## src/design/src_pkg.sv

```systemverilog
package src_pkg;

	////////////////////////////////////////////////////////////////////////
	// command codes
	localparam logic [7:0] CMD_PROTECT = 8'h21;
	localparam logic [7:0] CMD_READ_IO = 8'h15;
	localparam logic [7:0] CMD_READ_STATUS = 8'h14;

	////////////////////////////////////////////////////////////////////////
	// negative acknowledge codes
	localparam logic [7:0] NAK_BAD_LOCKOUT = 8'h09;
	localparam logic [7:0] NAK_BUSY = 8'h01;
	localparam logic [7:0] NAK_INVALID = 8'h02;

	////////////////////////////////////////////////////////////////////////
	// protection addresses
	localparam logic [15:0] PROTECT_OFF_ADDR = 16'h0000;
	localparam logic [15:0] PROTECT_ALL_ADDR = 16'hffff;
	localparam logic [15:0] LOCKOUT_RESET = 16'h0000;

	////////////////////////////////////////////////////////////////////////
	// timing
	localparam int CLK_PERIOD_NS = 20;
	localparam int SERVO_CYCLE_NS = 120000;
	localparam int SERVO_CYCLE_CLKS = SERVO_CYCLE_NS / CLK_PERIOD_NS;

	////////////////////////////////////////////////////////////////////////
	// io state word layout
	localparam int IOW_HI_LSB = 12;
	localparam int IOW_RSVD = 11;
	localparam int IOW_DELAY = 10;
	localparam int IOW_HOLD = 9;
	localparam int IOW_MOVE = 8;
	localparam int IOW_TEMP = 7;
	localparam int IOW_LO_LSB = 4;
	localparam int IOW_TRAJ = 3;
	localparam int IOW_EXT_IDX = 2;
	localparam int IOW_INT_IDX = 1;
	localparam int IOW_SEL_IDX = 0;
	// idle lines high, temperature good, nothing else
	localparam logic [15:0] IOW_RESET = 16'hf0f0;
	localparam logic [15:0] STATUS_RESET = 16'h0000;
	localparam logic [15:0] STATUS_LATCH_MASK = 16'h7f01;

	////////////////////////////////////////////////////////////////////////
	// reply characters
	localparam logic [7:0] CHR_SPACE = 8'h20;
	localparam logic [7:0] CHR_CR = 8'h0d;
	localparam logic [3:0] REPLY_LEN = 4'hd;

	typedef enum logic [1:0] {
		ST_IDLE = 2'b01,
		ST_REPLY = 2'b10
	} src_state_t;

endpackage

```

## src/design/src_reply_ser.sv

```systemverilog
`timescale 1ns/1ns
module src_reply_ser (
	input wire logic clk,
	input wire logic rst,
	input wire logic start,
	input wire logic [7:0] node_addr,
	input wire logic [15:0] code,
	input wire logic [15:0] data,
	output logic busy,
	output logic done,
	output logic char_valid,
	input wire logic char_ready,
	output logic [7:0] char_data
);

	logic [39:0] frame_ff;
	logic [3:0] idx_ff;
	logic active_ff;
	logic done_ff;
	logic [7:0] char_ff;
	logic [39:0] new_frame;

	////////////////////////////////////////////////////////////////////////
	// upper case hex, as the host parses it
	function automatic logic [7:0] hex_chr(input logic [3:0] nib);
		if (nib < 4'ha) begin
			hex_chr = 8'h30 + {4'h0, nib};
		end else begin
			hex_chr = 8'h37 + {4'h0, nib};
		end
	endfunction

	function automatic logic [7:0] char_at(input logic [3:0] i,
		input logic [39:0] f);
		case (i)
			4'h0: char_at = hex_chr(f[39:36]);
			4'h1: char_at = hex_chr(f[35:32]);
			4'h2: char_at = src_pkg::CHR_SPACE;
			4'h3: char_at = hex_chr(f[31:28]);
			4'h4: char_at = hex_chr(f[27:24]);
			4'h5: char_at = hex_chr(f[23:20]);
			4'h6: char_at = hex_chr(f[19:16]);
			4'h7: char_at = src_pkg::CHR_SPACE;
			4'h8: char_at = hex_chr(f[15:12]);
			4'h9: char_at = hex_chr(f[11:8]);
			4'ha: char_at = hex_chr(f[7:4]);
			4'hb: char_at = hex_chr(f[3:0]);
			default: char_at = src_pkg::CHR_CR;
		endcase
	endfunction

	assign new_frame = {node_addr, code, data};

	////////////////////////////////////////////////////////////////////////
	// character sequencing
	always_ff @(posedge clk) begin
		if (rst) begin
			frame_ff <= 40'h0;
			idx_ff <= 4'h0;
			active_ff <= 1'b0;
			char_ff <= 8'h00;
		end else if (!active_ff) begin
			if (start) begin
				frame_ff <= new_frame;
				idx_ff <= 4'h0;
				active_ff <= 1'b1;
				char_ff <= char_at(4'h0, new_frame);
			end
		end else if (char_ready) begin
			if (idx_ff == src_pkg::REPLY_LEN - 4'h1) begin
				active_ff <= 1'b0;
			end else begin
				idx_ff <= idx_ff + 4'h1;
				char_ff <= char_at(idx_ff + 4'h1, frame_ff);
			end
		end
	end

	always_ff @(posedge clk) begin
		if (rst) begin
			done_ff <= 1'b0;
		end else begin
			done_ff <= active_ff && char_ready &&
				(idx_ff == src_pkg::REPLY_LEN - 4'h1);
		end
	end

	assign busy = active_ff;
	assign done = done_ff;
	assign char_valid = active_ff;
	assign char_data = char_ff;

endmodule

```

## src/design/src_cmd_top.sv

```systemverilog
`timescale 1ns/1ns
// Summary of operation
// - protect command, code 0x21, carries 16-bit lockout code and first address
// - io state read, code 0x15, no parameters, answers 16-bit io word
// - io state word is refreshed once per 120 us servo cycle
// - word bits 15..12 follow io lines 7..4, high idle, low triggered
// - word bits 6..4 follow io lines 3..1, unlatched, high when idle
// - bit 10 is one while the delay counter runs, zero when expired
// - bit 9 shows holding error, bit 8 moving error, both unlatched
// - bit 7 is temperature good: cleared on over-temperature, else set
// - bit 3 is one while the trajectory generator is active
// - bits 2..0 index flags, each high one servo cycle per mark
// - latched status bits stay set until the clear status command
// - internal status read, code 0x14, no parameters, answers 16-bit word
// - internal status word tracks motor conditions, latched bits cleared by clear command
// - first writable address zero disables protection and clears lockout
// - first writable address 0xffff protects the whole user space
// - lockout code mismatch while protection is on rejects protect command with nak code 9
// - protect while busy gives busy nak, settings stay unchanged
module src_cmd_top #(
	parameter int SERVO_CLKS = src_pkg::SERVO_CYCLE_CLKS
) (
	input wire logic clk,
	input wire logic rst,
	input wire logic [7:0] node_addr,
	input wire logic cmd_valid,
	output logic cmd_ready,
	input wire logic [7:0] cmd_code,
	input wire logic cmd_from_program,
	input wire logic [15:0] cmd_param0,
	input wire logic [15:0] cmd_param1,
	input wire logic dev_busy,
	input wire logic clear_status,
	input wire logic [7:1] io_line,
	input wire logic delay_counting,
	input wire logic hold_err,
	input wire logic move_err,
	input wire logic over_temp,
	input wire logic traj_active,
	input wire logic ext_index_pulse,
	input wire logic int_index_pulse,
	input wire logic sel_index_pulse,
	input wire logic [15:0] status_live,
	input wire logic [15:0] status_event,
	output logic rsp_valid,
	input wire logic rsp_ready,
	output logic [7:0] rsp_char,
	output logic ack_pulse,
	output logic nak_pulse,
	output logic [7:0] nak_code,
	output logic protect_en,
	output logic protect_all,
	output logic [15:0] first_writable,
	output logic servo_tick,
	output logic [15:0] io_state_word,
	output logic [15:0] internal_status_word
);

	localparam int CNT_W = $clog2(SERVO_CLKS + 1);

	src_pkg::src_state_t state_ff;
	src_pkg::src_state_t nxt_state;
	logic [CNT_W-1:0] servo_cnt_ff;
	logic tick_ff;
	logic [7:1] io_sync1_ff;
	logic [7:1] io_sync2_ff;
	logic [2:0] idx_pend_ff;
	logic [15:0] iow_ff;
	logic [15:0] status_sticky_ff;
	logic [15:0] lockout_ff;
	logic [15:0] first_wr_ff;
	logic prot_on_ff;
	logic ack_ff;
	logic nak_ff;
	logic [7:0] nak_code_ff;
	logic start_ff;
	logic [15:0] rsp_code_ff;
	logic [15:0] rsp_data_ff;
	logic ser_busy;
	logic ser_done;
	logic take;
	logic is_read;
	logic [15:0] nxt_iow;
	logic [15:0] status_now;

	////////////////////////////////////////////////////////////////////////
	// servo cycle timebase
	always_ff @(posedge clk) begin
		if (rst) begin
			servo_cnt_ff <= '0;
			tick_ff <= 1'b0;
		end else if (servo_cnt_ff == CNT_W'(SERVO_CLKS - 1)) begin
			servo_cnt_ff <= '0;
			tick_ff <= 1'b1;
		end else begin
			servo_cnt_ff <= servo_cnt_ff + CNT_W'(1);
			tick_ff <= 1'b0;
		end
	end

	////////////////////////////////////////////////////////////////////////
	// io pins come from outside, two stages before use
	always_ff @(posedge clk) begin
		if (rst) begin
			io_sync1_ff <= 7'h7f;
			io_sync2_ff <= 7'h7f;
		end else begin
			io_sync1_ff <= io_line;
			io_sync2_ff <= io_sync1_ff;
		end
	end

	////////////////////////////////////////////////////////////////////////
	// index marks are gathered within a cycle and shown for the next one;
	// a mark arriving on the tick itself is kept for the following cycle
	always_ff @(posedge clk) begin
		if (rst) begin
			idx_pend_ff <= 3'h0;
		end else if (tick_ff) begin
			idx_pend_ff <= {ext_index_pulse, int_index_pulse,
				sel_index_pulse};
		end else begin
			idx_pend_ff <= idx_pend_ff | {ext_index_pulse,
				int_index_pulse, sel_index_pulse};
		end
	end

	always_comb begin
		nxt_iow = 16'h0000;
		nxt_iow[15:src_pkg::IOW_HI_LSB] = io_sync2_ff[7:4];
		nxt_iow[src_pkg::IOW_RSVD] = 1'b0;
		nxt_iow[src_pkg::IOW_DELAY] = delay_counting;
		nxt_iow[src_pkg::IOW_HOLD] = hold_err;
		nxt_iow[src_pkg::IOW_MOVE] = move_err;
		nxt_iow[src_pkg::IOW_TEMP] = ~over_temp;
		nxt_iow[6:src_pkg::IOW_LO_LSB] = io_sync2_ff[3:1];
		nxt_iow[src_pkg::IOW_TRAJ] = traj_active;
		nxt_iow[src_pkg::IOW_EXT_IDX] = idx_pend_ff[2];
		nxt_iow[src_pkg::IOW_INT_IDX] = idx_pend_ff[1];
		nxt_iow[src_pkg::IOW_SEL_IDX] = idx_pend_ff[0];
	end

	// one snapshot per cycle keeps reads within a cycle consistent
	always_ff @(posedge clk) begin
		if (rst) begin
			iow_ff <= src_pkg::IOW_RESET;
		end else if (tick_ff) begin
			iow_ff <= nxt_iow;
		end
	end

	////////////////////////////////////////////////////////////////////////
	// internal status: sticky bits, a new event beats a clear
	always_ff @(posedge clk) begin
		if (rst) begin
			status_sticky_ff <= src_pkg::STATUS_RESET;
		end else if (clear_status) begin
			status_sticky_ff <= status_event &
				src_pkg::STATUS_LATCH_MASK;
		end else begin
			status_sticky_ff <= status_sticky_ff |
				(status_event & src_pkg::STATUS_LATCH_MASK);
		end
	end

	assign status_now = status_sticky_ff |
		(status_live & ~src_pkg::STATUS_LATCH_MASK);

	////////////////////////////////////////////////////////////////////////
	// command acceptance
	assign cmd_ready = (state_ff == src_pkg::ST_IDLE) && !ser_busy;
	assign take = cmd_valid && cmd_ready;
	assign is_read = (cmd_code == src_pkg::CMD_READ_IO) ||
		(cmd_code == src_pkg::CMD_READ_STATUS);

	always_comb begin
		nxt_state = state_ff;
		case (state_ff)
			src_pkg::ST_IDLE: begin
				if (take && is_read && !cmd_from_program) begin
					nxt_state = src_pkg::ST_REPLY;
				end
			end
			src_pkg::ST_REPLY: begin
				if (ser_done) begin
					nxt_state = src_pkg::ST_IDLE;
				end
			end
			default: nxt_state = src_pkg::ST_IDLE;
		endcase
	end

	always_ff @(posedge clk) begin
		if (rst) begin
			state_ff <= src_pkg::ST_IDLE;
		end else begin
			state_ff <= nxt_state;
		end
	end

	////////////////////////////////////////////////////////////////////////
	// read replies
	always_ff @(posedge clk) begin
		if (rst) begin
			start_ff <= 1'b0;
			rsp_code_ff <= 16'h0000;
			rsp_data_ff <= 16'h0000;
		end else begin
			start_ff <= 1'b0;
			if (take && is_read && !cmd_from_program) begin
				start_ff <= 1'b1;
				rsp_code_ff <= {8'h00, cmd_code};
				if (cmd_code == src_pkg::CMD_READ_IO) begin
					rsp_data_ff <= iow_ff;
				end else begin
					rsp_data_ff <= status_now;
				end
			end
		end
	end

	////////////////////////////////////////////////////////////////////////
	// memory protection settings
	always_ff @(posedge clk) begin
		if (rst) begin
			lockout_ff <= src_pkg::LOCKOUT_RESET;
			first_wr_ff <= src_pkg::PROTECT_OFF_ADDR;
			prot_on_ff <= 1'b0;
		end else if (take && cmd_code == src_pkg::CMD_PROTECT &&
			!dev_busy && !(prot_on_ff && cmd_param0 != lockout_ff)) begin
			first_wr_ff <= cmd_param1;
			if (cmd_param1 == src_pkg::PROTECT_OFF_ADDR) begin
				prot_on_ff <= 1'b0;
				lockout_ff <= src_pkg::LOCKOUT_RESET;
			end else begin
				prot_on_ff <= 1'b1;
				lockout_ff <= cmd_param0;
			end
		end
	end

	////////////////////////////////////////////////////////////////////////
	// acknowledge and refusal
	always_ff @(posedge clk) begin
		if (rst) begin
			ack_ff <= 1'b0;
			nak_ff <= 1'b0;
			nak_code_ff <= 8'h00;
		end else begin
			ack_ff <= 1'b0;
			nak_ff <= 1'b0;
			if (take) begin
				if (is_read && cmd_from_program) begin
					nak_ff <= 1'b1;
					nak_code_ff <= src_pkg::NAK_INVALID;
				end else if (cmd_code == src_pkg::CMD_PROTECT) begin
					if (dev_busy) begin
						nak_ff <= 1'b1;
						nak_code_ff <= src_pkg::NAK_BUSY;
					end else if (prot_on_ff && cmd_param0 != lockout_ff) begin
						nak_ff <= 1'b1;
						nak_code_ff <= src_pkg::NAK_BAD_LOCKOUT;
					end else begin
						ack_ff <= 1'b1;
					end
				end else if (!is_read) begin
					nak_ff <= 1'b1;
					nak_code_ff <= src_pkg::NAK_INVALID;
				end
			end
		end
	end

	////////////////////////////////////////////////////////////////////////
	// reply serializer
	src_reply_ser u_ser (
		.clk(clk),
		.rst(rst),
		.start(start_ff),
		.node_addr(node_addr),
		.code(rsp_code_ff),
		.data(rsp_data_ff),
		.busy(ser_busy),
		.done(ser_done),
		.char_valid(rsp_valid),
		.char_ready(rsp_ready),
		.char_data(rsp_char)
	);

	assign ack_pulse = ack_ff;
	assign nak_pulse = nak_ff;
	assign nak_code = nak_code_ff;
	assign protect_en = prot_on_ff;
	// whole user space locked when the first writable address is the top
	assign protect_all = prot_on_ff &&
		(first_wr_ff == src_pkg::PROTECT_ALL_ADDR);
	assign first_writable = first_wr_ff;
	assign servo_tick = tick_ff;
	assign io_state_word = iow_ff;
	assign internal_status_word = status_now;

endmodule

```

## config.mk

```make
export PLATFORM = sky130hd
export DESIGN_NAME = src_cmd_top
export DESIGN_NICKNAME = d
export VERILOG_FILES = /design/src/design/src_pkg.sv /design/src/design/src_reply_ser.sv /design/src/design/src_cmd_top.sv
export SDC_FILE = /design/constraint.sdc
export NUM_CORES = 1
export LEC_CHECK = 0
export BUFFER_PORTS_ARGS = -buffer_cell sky130_fd_sc_hd__buf_2
export CORE_UTILIZATION = 55
export CTS_CLUSTER_DIAMETER = 120
export DETAILED_ROUTE_END_ITERATION = 8
export PLACE_DENSITY = 0.82
export SLEW_MARGIN = 0
export SYNTH_ARGS = -nofsm -noshare
export SYNTH_HDL_FRONTEND = slang
export SYNTH_SLANG_ARGS = --single-unit
```

## constraint.sdc

```tcl
create_clock -name clk -period 3.5 [get_ports clk]
set_input_delay 0.875 -clock clk [delete_from_list [all_inputs] [get_ports clk]]
set_output_delay 0.875 -clock clk [all_outputs]
set_load 0.05 [all_outputs]
```

Yosys cells after proc, flatten, opt, wreduce, memory -nomap -nowiden
Index checks and enable logic that the tools add are counted.
Widths: inputs -> output; s select.

cells by class
  $add $sub $neg = 20
  $mul = 0
  divide/modulo/power cells = 0
  order comparisons = 9
  equal/unequal tests = 26
  shifts and indexed selects = 0
  mux-type cells = 43
  bitwise operators = 7
  reductions and logical operators = 30

operator list
  cell                   number
  $mux 8                 18
  $add 6x4->7 const A    18
  $pmux 8 s10            1
  $lt 4x4->1 const B     9
  $mux 16                2
  $eq 4x4->1 const B     5
  $eq 16x16->1 const B   1
  $eq 4x3->1 const B     4
  $eq 8x5->1 const B     2
  $logic_not 16->1       1
  $mux 4                 4
  $ne 16x16->1           1
  $or 16x15->16          1
  $or 16x16->16          1
  $mux 15                1
  $add 13x1->13 const B  1
  $eq 13x13->1 const B   1
  $mux 1                 13
  $logic_and 1x1->1      12
  $reduce_or 2->1        5
  $eq 4x2->1 const B     2
  $eq 8x6->1 const B     1
  $reduce_and 3->1       2
  $reduce_or 5->1        1
  other kinds (18)       28

word-level totals
  register bits after elaboration = 178
  latch bits = 0
  memory bits (writable) = 0
  ROM bits = 0
  input bits = 102
  output and inout bits = 71
  logic and storage cells = 158
  memories = 0

Depth between registers and ports, before layout
Gate-level depths: netlist (run 1).

  word-level depth = 7
  depth in mapped cells = 9
  mapped depth without buffers = 8

By module
Synthesis (run 1) repeated with hierarchy kept, for this count alone.

unflattened totals
  cell total of the unflattened synthesis = 1042
  area total of the unflattened synthesis = 8549.4 µm²

modules (own cells, without submodules)
  module         instances  cells an instance  area each (µm²)
  src_cmd_top    1          522                4818.4
  src_reply_ser  1          520                3731.1

Worst setup path before layout (run 1)
No wires, ideal clock.

  path type = reg-to-output
  start = register first_wr_ff[3] (netlist: first_writable[3])
  end = output port protect_all
  arrival = 2.530 ns
  slack = 0.095 ns
  cell stages (with the launch flop) = 4
  cells stage by stage = dfxtp_1 and4_1 nand3_1 nor4_1

between the ends
  cells in the longest elaborated chain, start to end = 2

RTL lines
  element                 line                text
  start, declared         src_cmd_top.sv:71   logic [15:0] first_wr_ff;
  start signal, assigned  src_cmd_top.sv:227  first_wr_ff <= src_pkg::PROTECT_OFF_ADDR;
  start signal, assigned  src_cmd_top.sv:231  first_wr_ff <= cmd_param1;
  $eq 16x16->1            src_cmd_top.sv:296  (first_wr_ff == src_pkg::PROTECT_ALL_ADDR);
  $logic_and 1x1->1       src_cmd_top.sv:295  assign protect_all = prot_on_ff &&
  end, declared           src_cmd_top.sv:52   output logic protect_all,

Every way passes these cells.

Final worst setup path (run 1)
  start = register u_ser.idx_ff[1]
  end = register u_ser.char_ff[1] (netlist: u_ser.char_data[1])

between the ends
  cells in the longest elaborated chain, start to end = 7
  elaborated cells between the ends (all ways) = 22
  those cells by class = 1 x add/sub; 13 x eq/ne; 4 x mux; 4 x reduce/logical

RTL lines
  element                                   line                 text
  start, declared                           src_reply_ser.sv:17  logic [3:0] idx_ff;
  start signal, assigned                    src_reply_ser.sv:73  idx_ff <= idx_ff + 4'h1;
  $add 4x1->4                               src_reply_ser.sv:74  char_ff <= char_at(idx_ff + 4'h1, frame_ff);
  $eq 4x2->1 or $eq 4x3->1 (tied branches)  src_reply_ser.sv:35  case (i)
  $reduce_or 2->1 (no line)                 -
  $pmux 8 s10                               src_reply_ser.sv:35
  $mux 8                                    src_reply_ser.sv:70  if (idx_ff == src_pkg::REPLY_LEN - 4'h1) begin
  $mux 8                                    src_reply_ser.sv:69  end else if (char_ready) begin
  $mux 8                                    src_reply_ser.sv:62  end else if (!active_ff) begin
  end signal, assigned                      src_reply_ser.sv:67  char_ff <= char_at(4'h0, new_frame);
  end signal, assigned                      src_reply_ser.sv:74
  end, declared                             src_reply_ser.sv:20  logic [7:0] char_ff;

Parallel ways exist; a longest one is shown, timed or not. The select of a mux whose other input is x is not followed.
A chain may end at the register's enable or synchronous reset.

==> results of run 1 <==
[synth_stat cells, types with 5 or more instances]
cell type,number,share of area
dfxtp_1,164,0.42
buf_2,7,0.0045
mux2i_1,25,0.032
a211oi_1,20,0.019
nor2b_1,16,0.013
a211o_1,9,0.010
o21ai_0,40,0.026
xnor2_1,30,0.034
buf_4,21,0.020
nand2b_1,10,0.0080
nand3b_1,18,0.017
nor3_1,16,0.010
and3_1,7,0.0056
or2_2,16,0.013
o211ai_1,6,0.0057
nand4_1,7,0.0056
clkbuf_1,33,0.016
and2_1,8,0.0064
nand2_1,122,0.058
ha_1,16,0.026
nor4_1,11,0.0088
o22ai_1,5,0.0040
a21oi_1,82,0.052
nor3b_1,6,0.0057
nand3_1,40,0.026
xor2_1,8,0.0089
nor2_1,79,0.038
inv_1,30,0.014
[area by class of cell]
type	count	share of cell area
inverters	31	0.0126
clock inverters	15	0.0203
repair buffers	162	0.0943
multi-input cells	677	0.447
well taps	180	0.0244
flip-flops and latches	164	0.356
clock buffers	17	0.0461
[layer usage]
layer	vias up	global-route usage	share of wire
li1	3477	-	-
met1	3250	0.328	0.44
met2	263	0.420	0.47
met3	46	0.0648	0.069
met4	0	0.110	0.023
met5	-	0	0
[flip-flops by register name, summed over array words and instances, names as in the netlist, 2 cells and up]
register          count
rsp_code_ff           8
first_writable       16
rsp_data_ff          16
io_state_word        15
u_ser.char_data       7
nak_code              3
u_ser.idx_ff          4
u_ser.frame_ff       32
servo_cnt_ff         13
lockout_ff           16
io_sync2_ff           7
status_sticky_ff      8
state_ff              2
io_sync1_ff           7
idx_pend_ff           3
[kinds of logic (layout without fill, tap and decap cells)]
group,after synthesis,after routing,share of synthesized area
AO/OA/AOI/OAI,218,218,0.183
XOR/XNOR,38,38,0.0424
adder cells (fa/ha/maj),16,16,0.0255
buffers and inverters,97,225,0.0595
flip-flops,164,164,0.419
multiplexers,26,26,0.0333
other,1,7,0.000478
AND/OR/NAND/NOR,372,372,0.237
[path summary, 6_finish.rpt]
path	endpoint	slack (ns)	depth (start not counted)
max reg2reg	u_ser.char_data[1]$_SDFFE_PP0P_	0.83	8
max	u_ser.char_data[1]$_SDFFE_PP0P_	0.83	8
min	io_sync2_ff[1]$_SDFF_PP1_	0.41	1
min reg2reg	io_sync2_ff[1]$_SDFF_PP1_	0.41	1
[where the power goes]
group | switching, mW | leakage, nW | internal (mW)
Combinational | 0.160 | 1.96 | 0.0847
Sequential | 0.0110 | 1.33 | 1.89
Clock | 0.859 | 0.292 | 1.03
Total | 1.03 | 3.58 | 3.00
[worst max-delay path: cells and delay by family (launching register included)]
kind / cells / cell delay [ns]
flip-flops: 1 / 0.48
AND/OR/NAND/NOR: 1 / 0.08
buffers and inverters: 2 / 0.38
AO/OA/AOI/OAI: 4 / 1.26
adder cells (fa/ha/maj): 1 / 0.34
[through the flow]
stage | instance area [um^2] | util
6_report | 9230 | 0.665
5_1_grt | 9230 | 0.665
4_1_cts | 9230 | 0.665
3_5_place_dp | 8620 | 0.621
3_3_place_gp | 8620 | 0.621
2_1_floorplan | 7860 | -
[cell usage in the layout, fill, tap and decap left out, types with 3 or more instances in the layout]
cell / count
a211o_1: 9
a211oi_1: 20
a21boi_0: 4
a21o_1: 3
a21oi_1: 82
a221oi_1: 3
a31oi_1: 3
a41oi_1: 3
and2_1: 8
and3_1: 7
and4b_1: 4
buf_2: 148
buf_4: 12
clkbuf_16: 17
clkinv_8: 4
conb_1: 7
dfxtp_1: 164
ha_1: 16
inv_1: 30
inv_6: 4
inv_8: 3
mux2i_1: 25
nand2_1: 122
nand2b_1: 10
nand3_1: 40
nand3b_1: 18
nand4_1: 7
nor2_1: 79
nor2b_1: 15
nor3_1: 16
nor3b_1: 6
nor4_1: 11
o211ai_1: 6
o21a_1: 3
o21ai_0: 40
o21ai_1: 3
o22ai_1: 5
or2_2: 16
xnor2_1: 30
xor2_1: 8
==> metrics.txt, run 1 <==
IO Port Bufs=149; largest net degree at the start of global routing=76; Max Fclk=374 MHz; total power=4.03 mW; CORE AREA=13,900 um^2; Post-Syn Area per Cell=8.41 um^2; GRT overflow=0; Synth Instances=932; CTS resizes=0; routed vias=7,036; Detailed Routing Iterations Pass 1=5; die span in x=121 um; CTS Buf Count=17; Final HPWL DP=12.8 mm; final hold vios=0; CP required=3.81 ns; number of global-route vias before repair=6,489; area of the multi-input gates=4120 um^2; crit path max-delay cell type=a2111oi_0; die height=121 um; actual slew at the worst max-slew pin=0.725 ns; delay of the slowest cell on the worst path=0.67 ns; #FFs+latches synth=164; Post-Syn Area=7840 um^2; die footprint=14,700 um^2; ANT cells=0; hold crit path type=reg -> reg; initial antenna violation count=1; VDD IR-drop max=0.000340 V; # fillers=1,184; DRC=0; RSZ-0062 raised after global routing=no; CTS tree=built; first-pass GRT wire length=30.4 mm; DRT iter0 DRCs=530; launch point of the worst reg-to-reg path=u_ser.idx_ff[1]$_SDFFE_PP0P_; WL final=18.7 mm; Pins Over Slew Limit=0; Setup WS pre-CTS=0.719 ns; ys async rst share=0; final setup fails=0; Hold WS=0.410 ns; DR vias/cell=5.65; Non-Filler Instances=1,246; H-tree Lvls=4; crit path max fanout=9; outcome=finished clean; HP Start=io_sync1_ff[1]$_SDFF_PP1_; CP cell instances=inv_1 -> ha_1 -> inv_1 -> a211oi_1 -> a2111oi_0 -> o21ai_0 -> a211oi_1 -> nor3_1; Area growth syn-to-layout=17.7%; Setup WS post-layout=0.825 ns; power density over the cells=436 nW/um^2; setup_tns=0 ns; # IOs=173; Max Buffers Root-to-Sink=2; Slew HR=0.504; setup bufs post-CTS=0; Worst Setup End Kind=register; post-route ant nets=0; all-layer global routing usage=0.260; Clk pin slew, worst setup/hold paths=0.07 ns; share of cells above drive strength 1=0.219; initial core utilization=0.565; CP Class=reg -> reg; number of synthesized flops with an enable pin=0; YS warnings=0; clock net sink count=164; final net count=1,171; Netlist cell types=80; gpl congestion=0.958; Site Rows=43; WP data arrival=2.98 ns; # placed instances=1,214; DR WL/cell=15.0 um; critical path launch point=u_ser.idx_ff[1]$_SDFFE_PP0P_; Setup crit start kind=register; Root Driver=clkbuf_16; max-cap violations=0; Pleak=3.58 nW; Seq/Total Area, Yosys=0.419; Final period util=0.764; Final min period=2.67 ns; Setup Skew=0.0113 ns; Clock Latency Late Sink=0.43 ns; Reg area=3280 um^2; CTS Hold Bufs=0; Primary FF master, synth=dfxtp_1
Note: power is estimated with default switching activity, not from simulation.
==> run 2: changes to the inputs <==
--- a/config.mk
+++ b/config.mk
@@ -5,11 +5,12 @@
 export SDC_FILE = /design/constraint.sdc
 export NUM_CORES = 1
 export LEC_CHECK = 0
+export ABC_AREA = 1
 export BUFFER_PORTS_ARGS = -buffer_cell sky130_fd_sc_hd__buf_2
-export CORE_UTILIZATION = 55
+export CORE_UTILIZATION = 49
 export CTS_CLUSTER_DIAMETER = 120
 export DETAILED_ROUTE_END_ITERATION = 8
-export PLACE_DENSITY = 0.82
+export PLACE_DENSITY = 0.77
 export SLEW_MARGIN = 0
 export SYNTH_ARGS = -nofsm -noshare
 export SYNTH_HDL_FRONTEND = slang
==> constraint.sdc (replaced) <==
create_clock -name clk -period 2.4 [get_ports clk]
set_input_delay 0.6 -clock clk [delete_from_list [all_inputs] [get_ports clk]]
set_output_delay 0.6 -clock clk [all_outputs]
set_load 0.05 [all_outputs]
==> metrics.txt, run 2 <==
outcome=finished clean; CP required=1.80 ns (-2.01 ns); Max Buffers Root-to-Sink=2 (unchanged); Setup Skew=0.00865 ns (-0.00261 ns); Worst Setup End Kind=output port; WL final=18.1 mm (-3.3%); most frequent cells in the layout=204 x nand2_1, 164 x dfxtp_1, 149 x buf_2; CP cell instances=nand4_1 -> nor3_1 -> nor4b_4 -> buf_2; Seq/Total Area, Yosys=0.435 (+0.0165); cell taking the most area after synthesis=dfxtp_1; delay of the slowest cell on the worst path=0.38 ns (-0.29 ns); max-cap violations=0 (unchanged); first-pass GRT wire length=30.2 mm (-0.57%); Primary FF master, synth=dfxtp_1; CTS Buf Count=17 (unchanged); Reg with most FFs=u_ser.frame_ff; Slew HR=0.611 (+0.106); most frequent cell after synthesis=nand2_1; initial core utilization=0.511 (-0.0535); power density over the cells=634 nW/um^2 (+45%); Compound-Gate Fraction of Synth Area=0.179 (-0.00426); Synth area leaders=dfxtp_1 44%, nand2_1 10%, a21oi_1 8.5%; Final period util=0.926; Setup WS pre-CTS=0.272 ns (-0.447 ns); Post-Syn Area=7540 um^2 (-3.8%); simple-gate share of the synthesized area=0.248 (+0.0113); share of cells above drive strength 1=0.209 (-0.0100); Synth Area in XOR/XNOR=0.0325 (-0.00994); CTS Hold Bufs=0 (unchanged); actual slew at the worst max-slew pin=0.578 ns (-0.147 ns); DR WL/cell=13.4 um (-11%); CTS tree=built; Pins Over Slew Limit=0 (unchanged); die height=126 um (+3.9%); #FFs+latches synth=164 (unchanged); Root Driver=clkbuf_16; H-tree Lvls=4 (unchanged); Yosys top cell area share=0.435 (+0.0165); die span in x=126 um (+3.9%); Area growth syn-to-layout=18.5%; Final min period=2.22 ns; VDD IR-drop max=0.000531 V (+56%); DRT iter0 DRCs=501 (-5.5%); adder-cell share of the synthesized area=0.0265 (+0.00100); delay-heaviest family, CP=simple AND/OR/NAND/NOR gates; GRT overflow=0 (unchanged); main combinational cell family by area after synthesis=simple AND/OR/NAND/NOR gates; Pleak=3.98 nW (+11%); ys async rst share=0 (unchanged); Core Util, Final=0.606 (-0.0590); Critical path buffers and inverters=1 (-1); hold crit path type=in -> reg; CP Class=reg -> out; CORE AREA=14,800 um^2 (+6.3%); most common cell after layout, fill and taps aside=nand2_1; largest net degree at the start of global routing=60 (-21%); CTS resizes=0 (unchanged); Setup crit start kind=register; Worst R2R Path Depth=10 (+2); Synth Instances=1,023 (+9.8%); max FFs per register=32 (unchanged); crit path max-delay cell type=dfxtp_1; critical path depth in cells=4 (-4); Post-Syn Area per Cell=7.38 um^2 (-12%); crit path max fanout=3 (-6); setup bufs post-CTS=0 (unchanged); Hold Path Cell Cnt=2 (+1); Setup WS post-layout=0.177 ns (-0.648 ns); number of synthesized flops with an enable pin=0 (unchanged); Final HPWL DP=13.2 mm (+3.3%); # IOs=173 (unchanged); Max Fclk=450 MHz; mux contribution to synthesized area=0 (-0.0333); setup_tns=0 ns (unchanged); Netlist cell types=45 (-44%); YS warnings=0 (unchanged); Post-synth top cells=204 x nand2_1, 164 x dfxtp_1, 128 x a21oi_1; final hold vios=0 (unchanged); Detailed Routing Iterations Pass 1=5 (unchanged); DR vias/cell=5.18 (-8.3%); clock net sink count=164 (unchanged); initial antenna violation count=0 (-1); Clock Latency Late Sink=0.43 ns (about the same); # fillers=1,358 (+15%); Clk pin slew, worst setup/hold paths=0.07 ns (about the same); DRC=0 (unchanged); IO Port Bufs=149 (unchanged); die footprint=15,900 um^2 (+7.9%); WP data arrival=1.62 ns (-1.36 ns); number of global-route vias before repair=6,425 (-0.99%); final net count=1,275 (+8.9%); Site Rows=44 (+2.3%); RSZ-0062 raised after global routing=no; routed vias=7,009 (-0.38%); gpl congestion=0.955 (-0.32%); post-route ant nets=0 (unchanged); final setup fails=0 (unchanged); ANT cells=0 (unchanged); all-layer global routing usage=0.235 (-0.0253)
==> run 2: per-layer routing <==
metal	GRT usage	share of wire	routed length [um]
met5	0	0	0
met4	0.0744	0.013	237
met3	0.0578	0.056	1020
met2	0.381	0.47	8510
met1	0.307	0.46	8320
==> run 2: power by group <==
part	leakage (nW)	internal [mW]	switching [mW]	total [mW]
registers	1.33	2.75	0.0149	2.77
logic	2.38	0.114	0.230	0.344
clock network	0.271	1.39	1.17	2.56
==> run 2: kinds of logic after synthesis <==
logic type / after synthesis
compound gates: 258
xor+xnor: 25
buf+inv: 136
simple gates: 423
other cells: 1
flops: 164
fa+ha+maj: 16
==> run 2: area by class of cell <==
| cell class | count | area (um^2) | share of cell area |
|---|---|---|---|
| Inverter | 83 | 312 | 0.0348 |
| Tap cell | 184 | 230 | 0.0257 |
| Sequential cell | 164 | 3280 | 0.367 |
| Clock buffer | 19 | 443 | 0.0495 |
| Timing Repair Buffer | 162 | 856 | 0.0957 |
| Multi-Input combinational cell | 729 | 3710 | 0.415 |
| Clock inverter | 13 | 111 | 0.0125 |
==> run 2: worst paths after layout <==
| path | slack (ns) | endpoint | start |
|---|---|---|---|
| max | 0.18 | protect_all | first_writable[2]$_SDFFE_PP0P_ |
| min | 0.35 | io_state_word[7]$_SDFFE_PP1P_ | over_temp |
| max reg2reg | 0.32 | u_ser.char_data[3]$_SDFFE_PP0P_ | u_ser.idx_ff[1]$_SDFFE_PP0P_ |
| min reg2reg | 0.41 | io_sync2_ff[4]$_SDFF_PP1_ | io_sync1_ff[4]$_SDFF_PP1_ |
==> run 2: per-stage QoR <==
step | hold slack (ns) | power, mW | std cells | area (um^2)
after global placement | 0.391 | 3.17 | 1322 | 8390
final | 0.350 | 5.67 | 1354 | 8940
after floorplan | 0.389 | 3.05 | 1029 | 7580
after detailed placement | 0.393 | 3.17 | 1322 | 8390
after global routing | 0.336 | 5.86 | 1354 | 8940
after CTS | 0.338 | 5.70 | 1354 | 8940
